$ cat src/rtl/smi_regs.vh
// Register map, field positions and timing constants of the supply monitor
`ifndef SMI_REGS_VH
`define SMI_REGS_VH

// ****************************************************************
// Register map
// ****************************************************************
`define SMI_CTRL_ADDR 8'hdf
`define SMI_CTRL_RESET 8'hde

// ****************************************************************
// Field positions
// ****************************************************************
`define SMI_BIT_DIG_CMP 7
`define SMI_BIT_ANA_CMP 6
`define SMI_BIT_LOW_FLAG 5
`define SMI_BIT_DTRIP_HI 4
`define SMI_BIT_DTRIP_LO 3
`define SMI_BIT_ATRIP_HI 2
`define SMI_BIT_ATRIP_LO 1
`define SMI_BIT_ENABLE 0

// ****************************************************************
// Trip point codes, millivolts
// ****************************************************************
`define SMI_TRIP_SEL_463 2'h0
`define SMI_TRIP_SEL_308 2'h1
`define SMI_TRIP_SEL_293 2'h2
`define SMI_TRIP_SEL_263 2'h3
`define SMI_TRIP_MV_463 13'h1216
`define SMI_TRIP_MV_308 13'h0c08
`define SMI_TRIP_MV_293 13'h0b72
`define SMI_TRIP_MV_263 13'h0a46

// ****************************************************************
// Timing
// ****************************************************************
`define SMI_HOLDOFF_MS 250
`define SMI_CLK_MHZ 100
`define SMI_HOLDOFF_CYCLES (`SMI_HOLDOFF_MS * 1000 * `SMI_CLK_MHZ)
`define SMI_GLITCH_CYCLES 4

`endif

$ cat src/rtl/smi_supply_monitor.v
// Control and status logic of the analog and digital supply monitor
`timescale 1ns/100ps

`include "smi_regs.vh"

module smi_supply_monitor #(
    parameter HOLDOFF_CYCLES = `SMI_HOLDOFF_CYCLES,
    parameter GLITCH_CYCLES = `SMI_GLITCH_CYCLES
) (
    // Clock and reset
    input wire clk_sys,
    input wire rst,
    // Special function register port
    input wire [7:0] sfr_addr,
    input wire sfr_wr,
    input wire [7:0] sfr_wdata,
    output reg [7:0] sfr_rdata,
    // Comparators, raw
    input wire digital_supply_above_trip,
    input wire analog_supply_above_trip,
    // Interrupt enable from the secondary enable and priority register
    input wire secondary_irq_enable_priority,
    // Comparator control
    output reg monitor_enable,
    output reg [1:0] digital_trip_sel,
    output reg [1:0] analog_trip_sel,
    output reg [12:0] digital_trip_mv,
    output reg [12:0] analog_trip_mv,
    // Status
    output reg supply_low_flag,
    output reg supply_low_irq
);

// ****************************************************************
// Helpers
// ****************************************************************
function [12:0] trip_mv;
    input [1:0] sel;
    begin
        case (sel)
            `SMI_TRIP_SEL_463: trip_mv = `SMI_TRIP_MV_463;
            `SMI_TRIP_SEL_308: trip_mv = `SMI_TRIP_MV_308;
            `SMI_TRIP_SEL_293: trip_mv = `SMI_TRIP_MV_293;
            default: trip_mv = `SMI_TRIP_MV_263;
        endcase
    end
endfunction

localparam ST_IDLE = 2'h0;
localparam ST_LOW = 2'h1;
localparam ST_HOLD = 2'h2;

// ****************************************************************
// Reset image
// ****************************************************************
// Power-on value of the control register, split into its fields
wire [7:0] ctrl_reset_image;
wire rst_enable;
wire [1:0] rst_dtrip;
wire [1:0] rst_atrip;
wire rst_flag;
assign ctrl_reset_image = `SMI_CTRL_RESET;
assign rst_enable = ctrl_reset_image[`SMI_BIT_ENABLE];
assign rst_dtrip = {ctrl_reset_image[`SMI_BIT_DTRIP_HI],
                    ctrl_reset_image[`SMI_BIT_DTRIP_LO]};
assign rst_atrip = {ctrl_reset_image[`SMI_BIT_ATRIP_HI],
                    ctrl_reset_image[`SMI_BIT_ATRIP_LO]};
assign rst_flag = ctrl_reset_image[`SMI_BIT_LOW_FLAG];

// Last count of the glitch filter and of the hold-off counter
wire [7:0] glitch_last;
wire [31:0] hold_last;
assign glitch_last = GLITCH_CYCLES - 1;
assign hold_last = HOLDOFF_CYCLES - 1;

// ****************************************************************
// Glitch filter
// ****************************************************************
// Output changes only after input held steady for GLITCH_CYCLES
wire [1:0] raw_cmp;
wire [1:0] cmp_filt;
assign raw_cmp = {digital_supply_above_trip, analog_supply_above_trip};

genvar gi;
generate
    for (gi = 0; gi < 2; gi = gi + 1) begin : g_filt
        reg [7:0] cnt_reg;
        reg filt_reg;
        always @(posedge clk_sys) begin
            if (rst) begin
                cnt_reg <= 8'h00;
                filt_reg <= 1'b1;
            end else if (raw_cmp[gi] == filt_reg) begin
                cnt_reg <= 8'h00;
            end else if (cnt_reg >= glitch_last) begin
                cnt_reg <= 8'h00;
                filt_reg <= raw_cmp[gi];
            end else begin
                cnt_reg <= cnt_reg + 8'h01;
            end
        end
        assign cmp_filt[gi] = filt_reg;
    end
endgenerate

wire dig_ok;
wire ana_ok;
wire any_low;
wire both_ok;
assign dig_ok = cmp_filt[1];
assign ana_ok = cmp_filt[0];
// Disabled monitor reports no fault
assign any_low = monitor_enable & (~dig_ok | ~ana_ok);
assign both_ok = ~any_low;

// ****************************************************************
// Register write
// ****************************************************************
wire ctrl_wr;
assign ctrl_wr = sfr_wr & (sfr_addr == `SMI_CTRL_ADDR);

// Enable bit
always @(posedge clk_sys) begin
    if (rst) begin
        monitor_enable <= rst_enable;
    end else if (ctrl_wr) begin
        monitor_enable <= sfr_wdata[`SMI_BIT_ENABLE];
    end
end

// Digital trip select
always @(posedge clk_sys) begin
    if (rst) begin
        digital_trip_sel <= rst_dtrip;
    end else if (ctrl_wr) begin
        digital_trip_sel <= {sfr_wdata[`SMI_BIT_DTRIP_HI],
                             sfr_wdata[`SMI_BIT_DTRIP_LO]};
    end
end

// Analog trip select
always @(posedge clk_sys) begin
    if (rst) begin
        analog_trip_sel <= rst_atrip;
    end else if (ctrl_wr) begin
        analog_trip_sel <= {sfr_wdata[`SMI_BIT_ATRIP_HI],
                            sfr_wdata[`SMI_BIT_ATRIP_LO]};
    end
end

// Threshold levels lag the select by one cycle
always @(posedge clk_sys) begin
    if (rst) begin
        digital_trip_mv <= `SMI_TRIP_MV_463;
    end else begin
        digital_trip_mv <= trip_mv(digital_trip_sel);
    end
end

always @(posedge clk_sys) begin
    if (rst) begin
        analog_trip_mv <= `SMI_TRIP_MV_463;
    end else begin
        analog_trip_mv <= trip_mv(analog_trip_sel);
    end
end

// ****************************************************************
// Flag and hold-off
// ****************************************************************
reg [1:0] state_reg;
reg [1:0] state_next;
reg [31:0] hold_cnt_reg;
reg [31:0] hold_cnt_next;
reg flag_next;
wire sw_clear;
wire sw_set;
wire hold_done;
assign sw_clear = ctrl_wr & ~sfr_wdata[`SMI_BIT_LOW_FLAG];
assign sw_set = ctrl_wr & sfr_wdata[`SMI_BIT_LOW_FLAG];
assign hold_done = hold_cnt_reg >= hold_last;

always @* begin
    state_next = state_reg;
    hold_cnt_next = 32'h0;
    flag_next = supply_low_flag;
    case (state_reg)
        ST_IDLE: begin
            if (any_low) begin
                flag_next = 1'b1;
                state_next = ST_LOW;
            end else if (sw_set) begin
                flag_next = 1'b1;
            end else if (sw_clear) begin
                flag_next = 1'b0;
            end
        end
        ST_LOW: begin
            // Software clear has no effect here
            flag_next = 1'b1;
            if (both_ok) begin
                state_next = ST_HOLD;
            end
        end
        ST_HOLD: begin
            if (any_low) begin
                flag_next = 1'b1;
                state_next = ST_LOW;
            end else if (hold_done) begin
                flag_next = 1'b0;
                state_next = ST_IDLE;
            end else begin
                hold_cnt_next = hold_cnt_reg + 32'h1;
                if (sw_clear) begin
                    flag_next = 1'b0;
                end else if (sw_set) begin
                    flag_next = 1'b1;
                end
            end
        end
        default: begin
            state_next = ST_IDLE;
        end
    endcase
end

always @(posedge clk_sys) begin
    if (rst) begin
        state_reg <= ST_IDLE;
        hold_cnt_reg <= 32'h0;
        supply_low_flag <= rst_flag;
        supply_low_irq <= 1'b0;
    end else begin
        state_reg <= state_next;
        hold_cnt_reg <= hold_cnt_next;
        supply_low_flag <= flag_next;
        supply_low_irq <= flag_next & secondary_irq_enable_priority;
    end
end

// ****************************************************************
// Read back
// ****************************************************************
// Status bits show the raw comparators, not the filtered ones
wire [7:0] ctrl_image;
assign ctrl_image[`SMI_BIT_DIG_CMP] = digital_supply_above_trip;
assign ctrl_image[`SMI_BIT_ANA_CMP] = analog_supply_above_trip;
assign ctrl_image[`SMI_BIT_LOW_FLAG] = flag_next;
assign ctrl_image[`SMI_BIT_DTRIP_HI] = digital_trip_sel[1];
assign ctrl_image[`SMI_BIT_DTRIP_LO] = digital_trip_sel[0];
assign ctrl_image[`SMI_BIT_ATRIP_HI] = analog_trip_sel[1];
assign ctrl_image[`SMI_BIT_ATRIP_LO] = analog_trip_sel[0];
assign ctrl_image[`SMI_BIT_ENABLE] = monitor_enable;

always @(posedge clk_sys) begin
    if (rst) begin
        sfr_rdata <= ctrl_reset_image;
    end else begin
        sfr_rdata <= ctrl_image;
    end
end

endmodule

$ cat config.mk
export PLATFORM = sky130hd
export DESIGN_NAME = smi_supply_monitor
export DESIGN_NICKNAME = d
export VERILOG_FILES = /design/src/rtl/smi_supply_monitor.v
export VERILOG_INCLUDE_DIRS = /design/src /design/src/rtl
export SDC_FILE = /design/constraint.sdc
export NUM_CORES = 1
export LEC_CHECK = 0
export ABC_CLOCK_PERIOD_IN_PS = 2200
export BUFFER_PORTS_ARGS = -buffer_cell sky130_fd_sc_hd__buf_4
export CORE_MARGIN = 2
export CORE_UTILIZATION = 45
export DETAILED_ROUTE_END_ITERATION = 10
export PLACE_DENSITY = 0.68
export SLEW_MARGIN = 20
export SYNTH_ARGS = -nofsm -noshare
export SYNTH_HDL_FRONTEND = slang
export SYNTH_SLANG_ARGS = --single-unit
$ cat constraint.sdc
create_clock -name clk_sys -period 2.2 [get_ports clk_sys]
set_input_delay 0.22 -clock clk_sys [delete_from_list [all_inputs] [get_ports clk_sys]]
set_output_delay 0.22 -clock clk_sys [all_outputs]
set_load 0.05 [all_outputs]
Word-level counts from Yosys, hierarchy flattened
Index checks and enable logic that the tools add are counted.
- input port bits: 22
- register bits after elaboration: 93
- bitwise logic cells: 12
- reduce and logical (&&, ||, !) cells: 9
- equal/unequal tests: 12
- multiplexer cells: 15
- order comparisons: 3
- add/subtract/negate cells: 3
- operators by type and width (cell ; number):
    one-hot mux 13 bit (3 select lines) ; 2
    adder 32 x 1 -> 32 bit (second input constant) ; 1
    greater-or-equal comparator 32 x 25 -> 1 bit (second input constant) ; 1
    adder 8 x 1 -> 8 bit (second input constant) ; 2
    greater-or-equal comparator 8 x 2 -> 1 bit (second input constant) ; 2
    == test 8 bit (second input constant) ; 1
    two-way mux 2 bit ; 4
    two-way mux 1 bit ; 7
    == test 2 x 1 -> 1 bit (second input constant) ; 3
    == test 2 bit (second input constant) ; 3
    logical NOT 2 bit ; 3
    inverter 1 bit ; 6
    one-hot mux 2 bit (3 select lines) ; 1
    OR reduction 3 bit ; 2
    bitwise AND 1 bit ; 5
    != test 2 bit (second input constant) ; 2
    AND reduction 2 bit ; 2
    OR reduction 4 bit ; 1
    != test 3 bit (second input constant) ; 1
    one-hot mux 1 bit (3 select lines) ; 1
    AND reduction 3 bit ; 1
    == test 1 bit ; 2
    OR 1 bit ; 1

Depth between registers and ports, before layout
Gate-level depths: netlist of run 1.
- depth after elaboration: 9
- depth in mapped cells: 7
- mapped depth without buffers: 6

Worst setup path before layout of run 1
Ideal clock, no wire load.
- kind: register -> register
- start: register hold_cnt_reg[10]
- end: register state_reg[1]
- buffers on the path: 1
- slack: 610 ps
- arrival: 1489 ps
- stages on the path, launching flop included: 6
- setup time: 101 ps
- cell sequence: dfxtp_1 > or4_4 > o41ai_4 > nand3_2 > buf_6 > o41ai_1
- cells in the longest elaborated chain, start to end: 3
- ends and longest elaborated chain (what ; line ; text):
    start, declared ; smi_supply_monitor.v:173 ; reg [31:0] hold_cnt_reg;
    start signal, assigned ; smi_supply_monitor.v:235 ; hold_cnt_reg <= hold_cnt_next;
    greater-or-equal comparator 32 x 25 -> 1 bit ; smi_supply_monitor.v:181 ; assign hold_done = hold_cnt_reg >= hold_last;
    != test 3 bit (no line) ; - ;
    AND reduction 3 bit (no line) ; - ;
    end signal, assigned ; smi_supply_monitor.v:234 ; state_reg <= state_next;
    end, declared ; smi_supply_monitor.v:171 ; reg [1:0] state_reg;
No other way between the ends.
A chain may end at the register's enable or synchronous reset.

Final worst setup path of run 1
- start: register hold_cnt_reg[0]
- end: register hold_cnt_reg[23]
- cells in the longest elaborated chain, start to end: 2
- ends and longest elaborated chain (what ; line):
    greater-or-equal comparator 32 x 25 -> 1 bit ; smi_supply_monitor.v:181
    OR reduction 4 bit (no line) ; -
Several ways; a longest one is shown, not always the timed one.

==> results.txt, run 1 <==
----------------------------------------------------
[Outcome]
  Run status ... completed

[Yosys]
  Post-synthesis register bit count ... 82
  Top FF cell, synth ... sky130_fd_sc_hd__dfxtp_1
  Mux contribution to synthesized area ... 1.46%
  Synthesis warning total ... 0
  Unique masters post-synth ... 43
  XOR/XNOR Fraction of Synth Area ... 6.54%
  Post-Syn Area ... 3080 um^2
  Basic-gate share of the synthesized area counting and, or, nand and nor cells ... 22.8%
  Compound-Gate Fraction of Synth Area ... 4.63%
  Share of flip-flops with an asynchronous set or reset after synthesis ... 0%
  Number of flops mapped to enable cells by yosys ... 0
  Number of instances in the synthesized netlist ... 287
  Largest family of logic cells by synthesized area ... simple AND/OR/NAND/NOR gates
  Average cell area after synthesis ... 10.7 um^2
  Post-synthesis share of cell area spent on full adders, half adders and majority gates ... 6.10%
  Sequential cell area fraction in the yosys report ... 53.3%

[STA]
  Setup repair after global routing missed its margin ... false
  Worst-margin pin slew ... 0.510 ns
  Rel. slew slack ... 65.9%
  Fmax ... 526 MHz
  Crit path setup slack, layout ... 0.298 ns
  Number of setup violations in the final report ... 0
  Tmin final ... 1.90 ns
  Total negative setup slack ... 0 ns
  Fin. Hold Viols ... 0
  Share of the clock period used by the worst path ... 86.4%
  Clock Skews ... 0.00996 ns
  Fin. max-slew vios ... 0

[Clocking]
  Quantity of hold-fixing buffers added after cts ... 0
  Number of buffers added by the clock tree synthesis step ... 9
  Number of post-CTS setup repair buffers ... 0
  CTS clk-pin slew, worst paths ... 0.09 ns
  Clock latency on the worst-skew pair ... 0.36 ns
  Count of cells resized by post-cts repair ... 0
  Count of H-tree levels built during CTS ... 3
  Clock tree root buffer cell ... sky130_fd_sc_hd__clkbuf_8
  TritonCTS clock tree ... done
  Buffer depth of the longest clock path ... 2
  Clock tree sinks ... 82

[Final layout]
  Non-Filler Cell Area, Final ... 3760 um^2
  Number of flip-flops under the largest register name ... 32
  Layout Area Growth over Synthesis ... 22.2%
  Area used by multi-input combinational logic ... 1370 um^2
  FILL cells ... 575
  Reg area ... 1640 um^2
  Final Core Density ... 56.0%
  Total inserted antenna cells ... 0
  Fraction of final layout cells sized beyond drive strength 1 ... 29.8%
  Final Net Count ... 398

[Drt]
  Average routed wire per standard cell ... 11.6 um
  DRC violations left ... 0
  Detailed router's first-iteration violation count ... 56
  DRT antenna net count ... 0
  Routed wire length ... 5.18 mm
  Vias per cell ... 4.76
  Drt pass-1 iters ... 4
  Routed vias ... 2123

[Worst setup path]
  Worst r2r path cells ... 6
  Slowest cell on the critical path ... sky130_fd_sc_hd__o41ai_4
  Required time at the worst-slack endpoint ... 2.48 ns
  Setup slack on the worst flop-to-flop path ... 0.30 ns
  CP bufs+invs ... 0
  Number of logic stages on the critical path including buffering ... 6
  Kind of end point of the critical path ... register
  Worst setup SP type ... register
  Launch point of the worst path ... hold_cnt_reg[0]$_SDFF_PP0_
  End of the worst register-to-register path ... hold_cnt_reg[23]$_SDFF_PP0_
  Top delay family on crit path ... compound AO/OA/AOI/OAI gates
  Worst endpoint data arrival time ... 2.18 ns
  Crit path largest cell delay ... 0.40 ns
  Start of the worst register-to-register path ... hold_cnt_reg[0]$_SDFF_PP0_
  Critical path capture point ... hold_cnt_reg[23]$_SDFF_PP0_
  WS Path Type ... reg -> reg
  Cell breakdown of the critical path ... ha_1, nand2_1, nor2_1, o41ai_4, nand3_2, a21oi_1
  Largest fanout on the critical path ... 13

[Placement]
  Number of input and output port buffers inserted ... 56
  Placement Setup Slack ... 0.302 ns
  Placer Congestion ... 0.740
  Detail Placement HPWL ... 3.63 mm
  Post-place instance area ... 3580 um^2

[Floorplanning]
  Row cnt ... 30
  Count of boundary I/O pins ... 63
  Die X ... 86.7 um
  Starting utilization of the core area ... 45.8%
  Die footprint ... 7520 um^2
  Core Box Area ... 6720 um^2
  Vert. Die Dim ... 86.7 um

[Pwr]
  Peak supply drop ... 0.354 mV
  Leak Pwr ... 1.60 nW
  Total power per unit cell area ... 710 nW/um^2

[Global routing]
  Largest net degree at the start of global routing ... 27
  Antenna violations before repair ... 0
  Grt total ovfl ... 0
  Via count of the first global-routing pass ... 2027
  Global-route wire length before repair ... 8.87 mm
  Overall fraction of global-route tracks in use ... 15.1%

[Worst hold path]
  Cell count of the worst hold path ... 2
  Min-Delay Path Class ... in -> reg

[Flow run]
  Count of max-cap constraint violations ... 0

----------------------------------------------------
worst min-delay path by stage:
stage                                     from                         endpoint  slack (ns)
3_5_place_dp   g_filt[0].cnt_reg[0]$_SDFF_PP0_  g_filt[0].cnt_reg[0]$_SDFF_PP0_        0.42
5_1_grt               analog_supply_above_trip          sfr_rdata[6]$_SDFF_PP1_        0.06
6_report              analog_supply_above_trip          sfr_rdata[6]$_SDFF_PP1_        0.07
2_1_floorplan                              rst     analog_trip_mv[8]$_SDFF_PP0_        0.29
4_1_cts               analog_supply_above_trip          sfr_rdata[6]$_SDFF_PP1_        0.05
3_3_place_gp   g_filt[1].cnt_reg[0]$_SDFF_PP0_  g_filt[1].cnt_reg[0]$_SDFF_PP0_        0.42
cell usage in the layout (no fill, tap or decap), drive strengths merged, types with 2 or more instances in the layout:
master  netlist  routed
dfxtp        82      82
buf          15      59
nor2         35      35
conb          1      23
nand2        21      21
xor2         16      16
nand3        16      16
ha           15      15
inv           7      11
clkbuf        3       9
and3          8       8
xnor2         7       7
nand4         6       6
nor4          5       5
nor2b         5       5
nor3          5       5
or2           4       4
o211ai        4       4
a21oi         3       3
mux2i         3       3
or3           3       3
nand2b        3       3
nor4b         3       3
clkinv        0       3
and4          2       2
nand4b        2       2
nor3b         2       2
o41ai         2       2
kinds of logic after synthesis:
group | after synthesis
adders and majority gates | 15
buffers and inverters | 25
AOI/OAI and AO/OA | 16
DFF | 82
muxes | 4
other | 1
xor gates and xnor gates | 23
and+or+nand+nor | 121
synthesized netlist by cell type, types with 4 or more instances:
cell type | n | area [um^2]
sky130_fd_sc_hd__nand4_1 | 6 | 37.5
sky130_fd_sc_hd__nand3_1 | 14 | 70.1
sky130_fd_sc_hd__buf_4 | 11 | 82.6
sky130_fd_sc_hd__ha_1 | 15 | 188
sky130_fd_sc_hd__nor3_1 | 4 | 20.0
sky130_fd_sc_hd__nor4_1 | 5 | 31.3
sky130_fd_sc_hd__inv_1 | 7 | 26.3
sky130_fd_sc_hd__nor2_2 | 19 | 119
sky130_fd_sc_hd__or2_2 | 4 | 25.0
sky130_fd_sc_hd__and3_1 | 8 | 50.1
sky130_fd_sc_hd__nor2_1 | 16 | 60.1
sky130_fd_sc_hd__dfxtp_1 | 82 | 1640
sky130_fd_sc_hd__o211ai_1 | 4 | 30.0
sky130_fd_sc_hd__nor2b_1 | 5 | 31.3
sky130_fd_sc_hd__xnor2_1 | 7 | 61.3
sky130_fd_sc_hd__nand2_1 | 21 | 78.8
sky130_fd_sc_hd__xor2_1 | 16 | 140
per-stage QoR:
step | std cells | hold WS, ns | power, mW
after global routing | 446 | 0.0569 | 2.78
after floorplan | 309 | 0.292 | 1.64
final | 446 | 0.0699 | 2.67
after detailed placement | 430 | 0.423 | 1.69
after global placement | 430 | 0.416 | 1.69
after CTS | 446 | 0.0509 | 2.71
power breakdown:
group / internal, mW / switching, mW
Clock: 0.431 / 0.584
Combinational: 0.0471 / 0.0832
Sequential: 1.51 / 0.0101
per-layer routing:
layer	routed length [um]	global-route usage, %
met1	2270	17.3
met2	2440	23.8
met3	332	6.00
met4	138	8.95
met5	0	0
layout make-up:
class / instances / share of cell area (%)
sequential: 82 / 43.6
multi-input combinational: 202 / 36.3
timing repair buffer: 59 / 11.8
clock buffer: 9 / 3.29
tap: 80 / 2.66
clock inverter: 7 / 1.60
inverter: 7 / 0.699
Note: power is estimated with default switching activity, not from simulation.
==> run 2, diff against run 1 <==
--- a/config.mk
+++ b/config.mk
@@ -6,12 +6,12 @@
 export SDC_FILE = /design/constraint.sdc
 export NUM_CORES = 1
 export LEC_CHECK = 0
+export ABC_AREA = 1
 export ABC_CLOCK_PERIOD_IN_PS = 2200
 export BUFFER_PORTS_ARGS = -buffer_cell sky130_fd_sc_hd__buf_4
-export CORE_MARGIN = 2
 export CORE_UTILIZATION = 45
 export DETAILED_ROUTE_END_ITERATION = 10
-export PLACE_DENSITY = 0.68
+export PLACE_DENSITY = 0.67
 export SLEW_MARGIN = 20
 export SYNTH_ARGS = -nofsm -noshare
 export SYNTH_HDL_FRONTEND = slang
==> run 2 against run 1 <==
Net effect: die area decreased by 2.6%; synthesized cell count up 29%; worst setup slack improved by 0.081 ns; sequential share of layout area is 1.3 points lower; count of clock-buffer cells in the layout increased by 2.
==> results.txt, run 2 <==
----------------------------------------------------
[STA]
  Rel. slew slack ... 55.9%
  Total negative setup slack ... 0 ns
  Worst hold margin ... 0.0825 ns
  Worst-margin pin slew ... 0.661 ns
  Fmax ... 549 MHz
  Clock Skews ... 0.0115 ns
  Tmin final ... 1.82 ns
  Number of setup violations in the final report ... 0
  Fin. max-slew vios ... 0
  Share of the clock period used by the worst path ... 82.8%
  Fin. Hold Viols ... 0
  Setup repair after global routing missed its margin ... false

[Pwr]
  Share of total power consumed by net switching ... 20.3%
  Power Internal ... 2.34 mW
  Portion of total power attributed to combinational logic ... 4.4%
  Clock power share ... 43.8%
  Leak Pwr ... 1.70 nW
  Sequential cell fraction of total power ... 51.8%
  Peak supply drop ... 0.438 mV
  Total power per unit cell area ... 759 nW/um^2
  Total net switching power ... 598 uW

[Worst setup path]
  Crit path largest cell delay ... 0.35 ns
  Setup slack on the worst flop-to-flop path ... 0.38 ns
  Most repeated library cell on the critical path ... sky130_fd_sc_hd__nand2_1
  CP bufs+invs ... 1
  Kind of end point of the critical path ... register
  End of the worst register-to-register path ... state_reg[1]$_SDFFE_PP0P_
  Worst endpoint data arrival time ... 2.02 ns
  Worst r2r path cells ... 12
  WS Path Type ... reg -> reg
  Largest fanout on the critical path ... 20
  Start of the worst register-to-register path ... hold_cnt_reg[0]$_SDFF_PP0_
  Required time at the worst-slack endpoint ... 2.40 ns
  Top delay family on crit path ... simple AND/OR/NAND/NOR gates
  Slowest cell on the critical path ... sky130_fd_sc_hd__dfxtp_1
  Cell breakdown of the critical path ... ha_1, nand2_1, nor2_4, nand2_1, nand3_1, nand2_1, nand2_1, nand2_1, nand2_2, nor2_4, inv_2, o41ai_1
  Worst setup SP type ... register

[Clocking]
  Clock tree root buffer cell ... sky130_fd_sc_hd__clkbuf_8
  CTS clk-pin slew, worst paths ... 0.08 ns
  Clock tree sinks ... 82
  Clock latency on the worst-skew pair ... 0.34 ns
  Number of post-CTS setup repair buffers ... 0
  Quantity of hold-fixing buffers added after cts ... 0
  Number of buffers added by the clock tree synthesis step ... 9
  Buffer depth of the longest clock path ... 2
  TritonCTS clock tree ... done
  Count of H-tree levels built during CTS ... 3
  Count of cells resized by post-cts repair ... 0

[Global routing]
  Overall fraction of global-route tracks in use ... 15.8%
  Antenna violations before repair ... 0
  Via count of the first global-routing pass ... 2181
  Global-route wire length before repair ... 9.05 mm
  Grt total ovfl ... 0
  Largest net degree at the start of global routing ... 22

[Floorplanning]
  Vert. Die Dim ... 85.6 um
  Die footprint ... 7320 um^2
  Count of boundary I/O pins ... 63
  Die X ... 85.6 um
  Row cnt ... 30
  Core Box Area ... 6760 um^2
  Starting utilization of the core area ... 46.5%

[Worst hold path]
  Min-Delay Path Class ... in -> reg
  Min-Delay Startpoint ... analog_supply_above_trip
  Cell count of the worst hold path ... 3
  Capture endpoint of the worst hold path ... sfr_rdata[6]$_SDFF_PP1_

[Yosys]
  XOR/XNOR Fraction of Synth Area ... 2.23%
  Unique masters post-synth ... 33
  Area share of the largest cell type after synthesis ... 52.2%
  Synthesis warning total ... 0
  Post-synthesis register bit count ... 82
  Number of flops mapped to enable cells by yosys ... 0
  Cell taking the most area after synthesis ... sky130_fd_sc_hd__dfxtp_1
  Top cells by instance count after synthesis ... sky130_fd_sc_hd__dfxtp_1 (82), sky130_fd_sc_hd__nand2_1 (70), sky130_fd_sc_hd__nor2_1 (59), sky130_fd_sc_hd__inv_1 (45), sky130_fd_sc_hd__ha_1 (15)
  Basic-gate share of the synthesized area counting and, or, nand and nor cells ... 25.8%
  Largest family of logic cells by synthesized area ... simple AND/OR/NAND/NOR gates
  Share of flip-flops with an asynchronous set or reset after synthesis ... 0%
  Compound-Gate Fraction of Synth Area ... 4.22%
  Most frequent cell after synthesis ... sky130_fd_sc_hd__dfxtp_1
  Post-Syn Area ... 3140 um^2
  Top FF cell, synth ... sky130_fd_sc_hd__dfxtp_1
  Number of instances in the synthesized netlist ... 370
  Largest cells by area after synthesis ... sky130_fd_sc_hd__dfxtp_1 (52%), sky130_fd_sc_hd__nand2_1 (8.4%), sky130_fd_sc_hd__nor2_1 (7.0%)
  Post-synthesis share of cell area spent on full adders, half adders and majority gates ... 5.97%
  Mux contribution to synthesized area ... 0%
  Sequential cell area fraction in the yosys report ... 52.2%
  Average cell area after synthesis ... 8.49 um^2

[Placement]
  Number of input and output port buffers inserted ... 56
  Detail Placement HPWL ... 3.78 mm
  Placer Congestion ... 0.721

[Drt]
  Routed wire length ... 5.15 mm
  Routed vias ... 2314
  Drt pass-1 iters ... 6
  Average routed wire per standard cell ... 9.79 um
  DRT antenna net count ... 0
  DRC violations left ... 0
  Detailed router's first-iteration violation count ... 85
  Vias per cell ... 4.40

[Final layout]
  Total inserted antenna cells ... 0
  Final Net Count ... 479
  Layout Area Growth over Synthesis ... 23.2%
  Leading cell types in the layout, fill and taps excluded ... sky130_fd_sc_hd__dfxtp_1 (82), sky130_fd_sc_hd__nand2_1 (70), sky130_fd_sc_hd__nor2_1 (59)
  Number of flip-flops under the largest register name ... 32
  Most common library cell in the layout ignoring fill and taps ... sky130_fd_sc_hd__dfxtp_1
  Fraction of final layout cells sized beyond drive strength 1 ... 20.2%
  FILL cells ... 624

[Outcome]
  Run status ... completed

[Flow run]
  Count of max-cap constraint violations ... 0

----------------------------------------------------
[run 2: cell families (layout without fill, tap and decap cells)]
logic type / Yosys count / count (layout)
AO/OA/AOI/OAI: 23 / 23
XOR/XNOR: 8 / 8
adder cells (fa/ha/maj): 15 / 15
buffers and inverters: 66 / 120
flip-flops: 82 / 82
other: 1 / 23
AND/OR/NAND/NOR: 175 / 175
[run 2: how the worst max path moves through the flow]
stage | start | end | cells past startpoint
finish | hold_cnt_reg[0]$_SDFF_PP0_ | state_reg[1]$_SDFFE_PP0P_ | 12
detailed placement | hold_cnt_reg[0]$_SDFF_PP0_ | state_reg[1]$_SDFFE_PP0P_ | 12
CTS | hold_cnt_reg[0]$_SDFF_PP0_ | state_reg[1]$_SDFFE_PP0P_ | 12
global placement | hold_cnt_reg[0]$_SDFF_PP0_ | state_reg[1]$_SDFFE_PP0P_ | 12
global route | hold_cnt_reg[0]$_SDFF_PP0_ | state_reg[1]$_SDFFE_PP0P_ | 12
floorplan | monitor_enable$_SDFFE_PP0N_ | state_reg[1]$_SDFFE_PP0P_ | 8
[run 2: cell type report]
class / instances / area [um^2] / share of cell area (%)
well taps: 80 / 100 / 2.58
inverters: 49 / 184 / 4.75
repair buffers: 56 / 420 / 10.9
multi-input cells: 244 / 1290 / 33.2
clock inverters: 4 / 98.8 / 2.55
clock buffers: 11 / 141 / 3.65
flip-flops and latches: 82 / 1640 / 42.4
[run 2: metal layers]
metal  vias to the layer above  share of wire (%)  global-route usage (%)
li1                       1250                  -                       -
met1                      1011                 46                    18.2
met2                        47                 47                    26.5
met3                         6                5.8                    6.16
met4                         0                1.1                    5.91
met5                         -                  0                       0
[run 2: tightest hold or removal path, stage by stage]
cell,delay [ns]
sky130_fd_sc_hd__buf_4,0.09
sky130_fd_sc_hd__inv_1,0.04
sky130_fd_sc_hd__nand2_1,0.04
[run 2: through the flow]
step | worst slack (ns) | total power, mW | cell area [um^2] | std cells | utilization [%]
after floorplan | 0.609 | 1.64 | 3230 | 392 | -
after global placement | 0.397 | 1.69 | 3630 | 511 | 53.8
after detailed placement | 0.367 | 1.69 | 3630 | 511 | 53.8
after CTS | 0.347 | 2.98 | 3870 | 526 | 57.3
after global routing | 0.159 | 3.05 | 3870 | 526 | 57.3
final | 0.379 | 2.94 | 3870 | 526 | 57.3
[run 2: power groups by stage]
stage          clock network [mW]  registers (mW)  logic (mW)
4_1_cts                      1.33            1.52       0.129
3_5_place_dp                    0            1.56       0.129
3_3_place_gp                    0            1.56       0.128
6_report                     1.29            1.52       0.129
2_1_floorplan                   0            1.59      0.0492
5_1_grt                      1.39            1.53       0.140
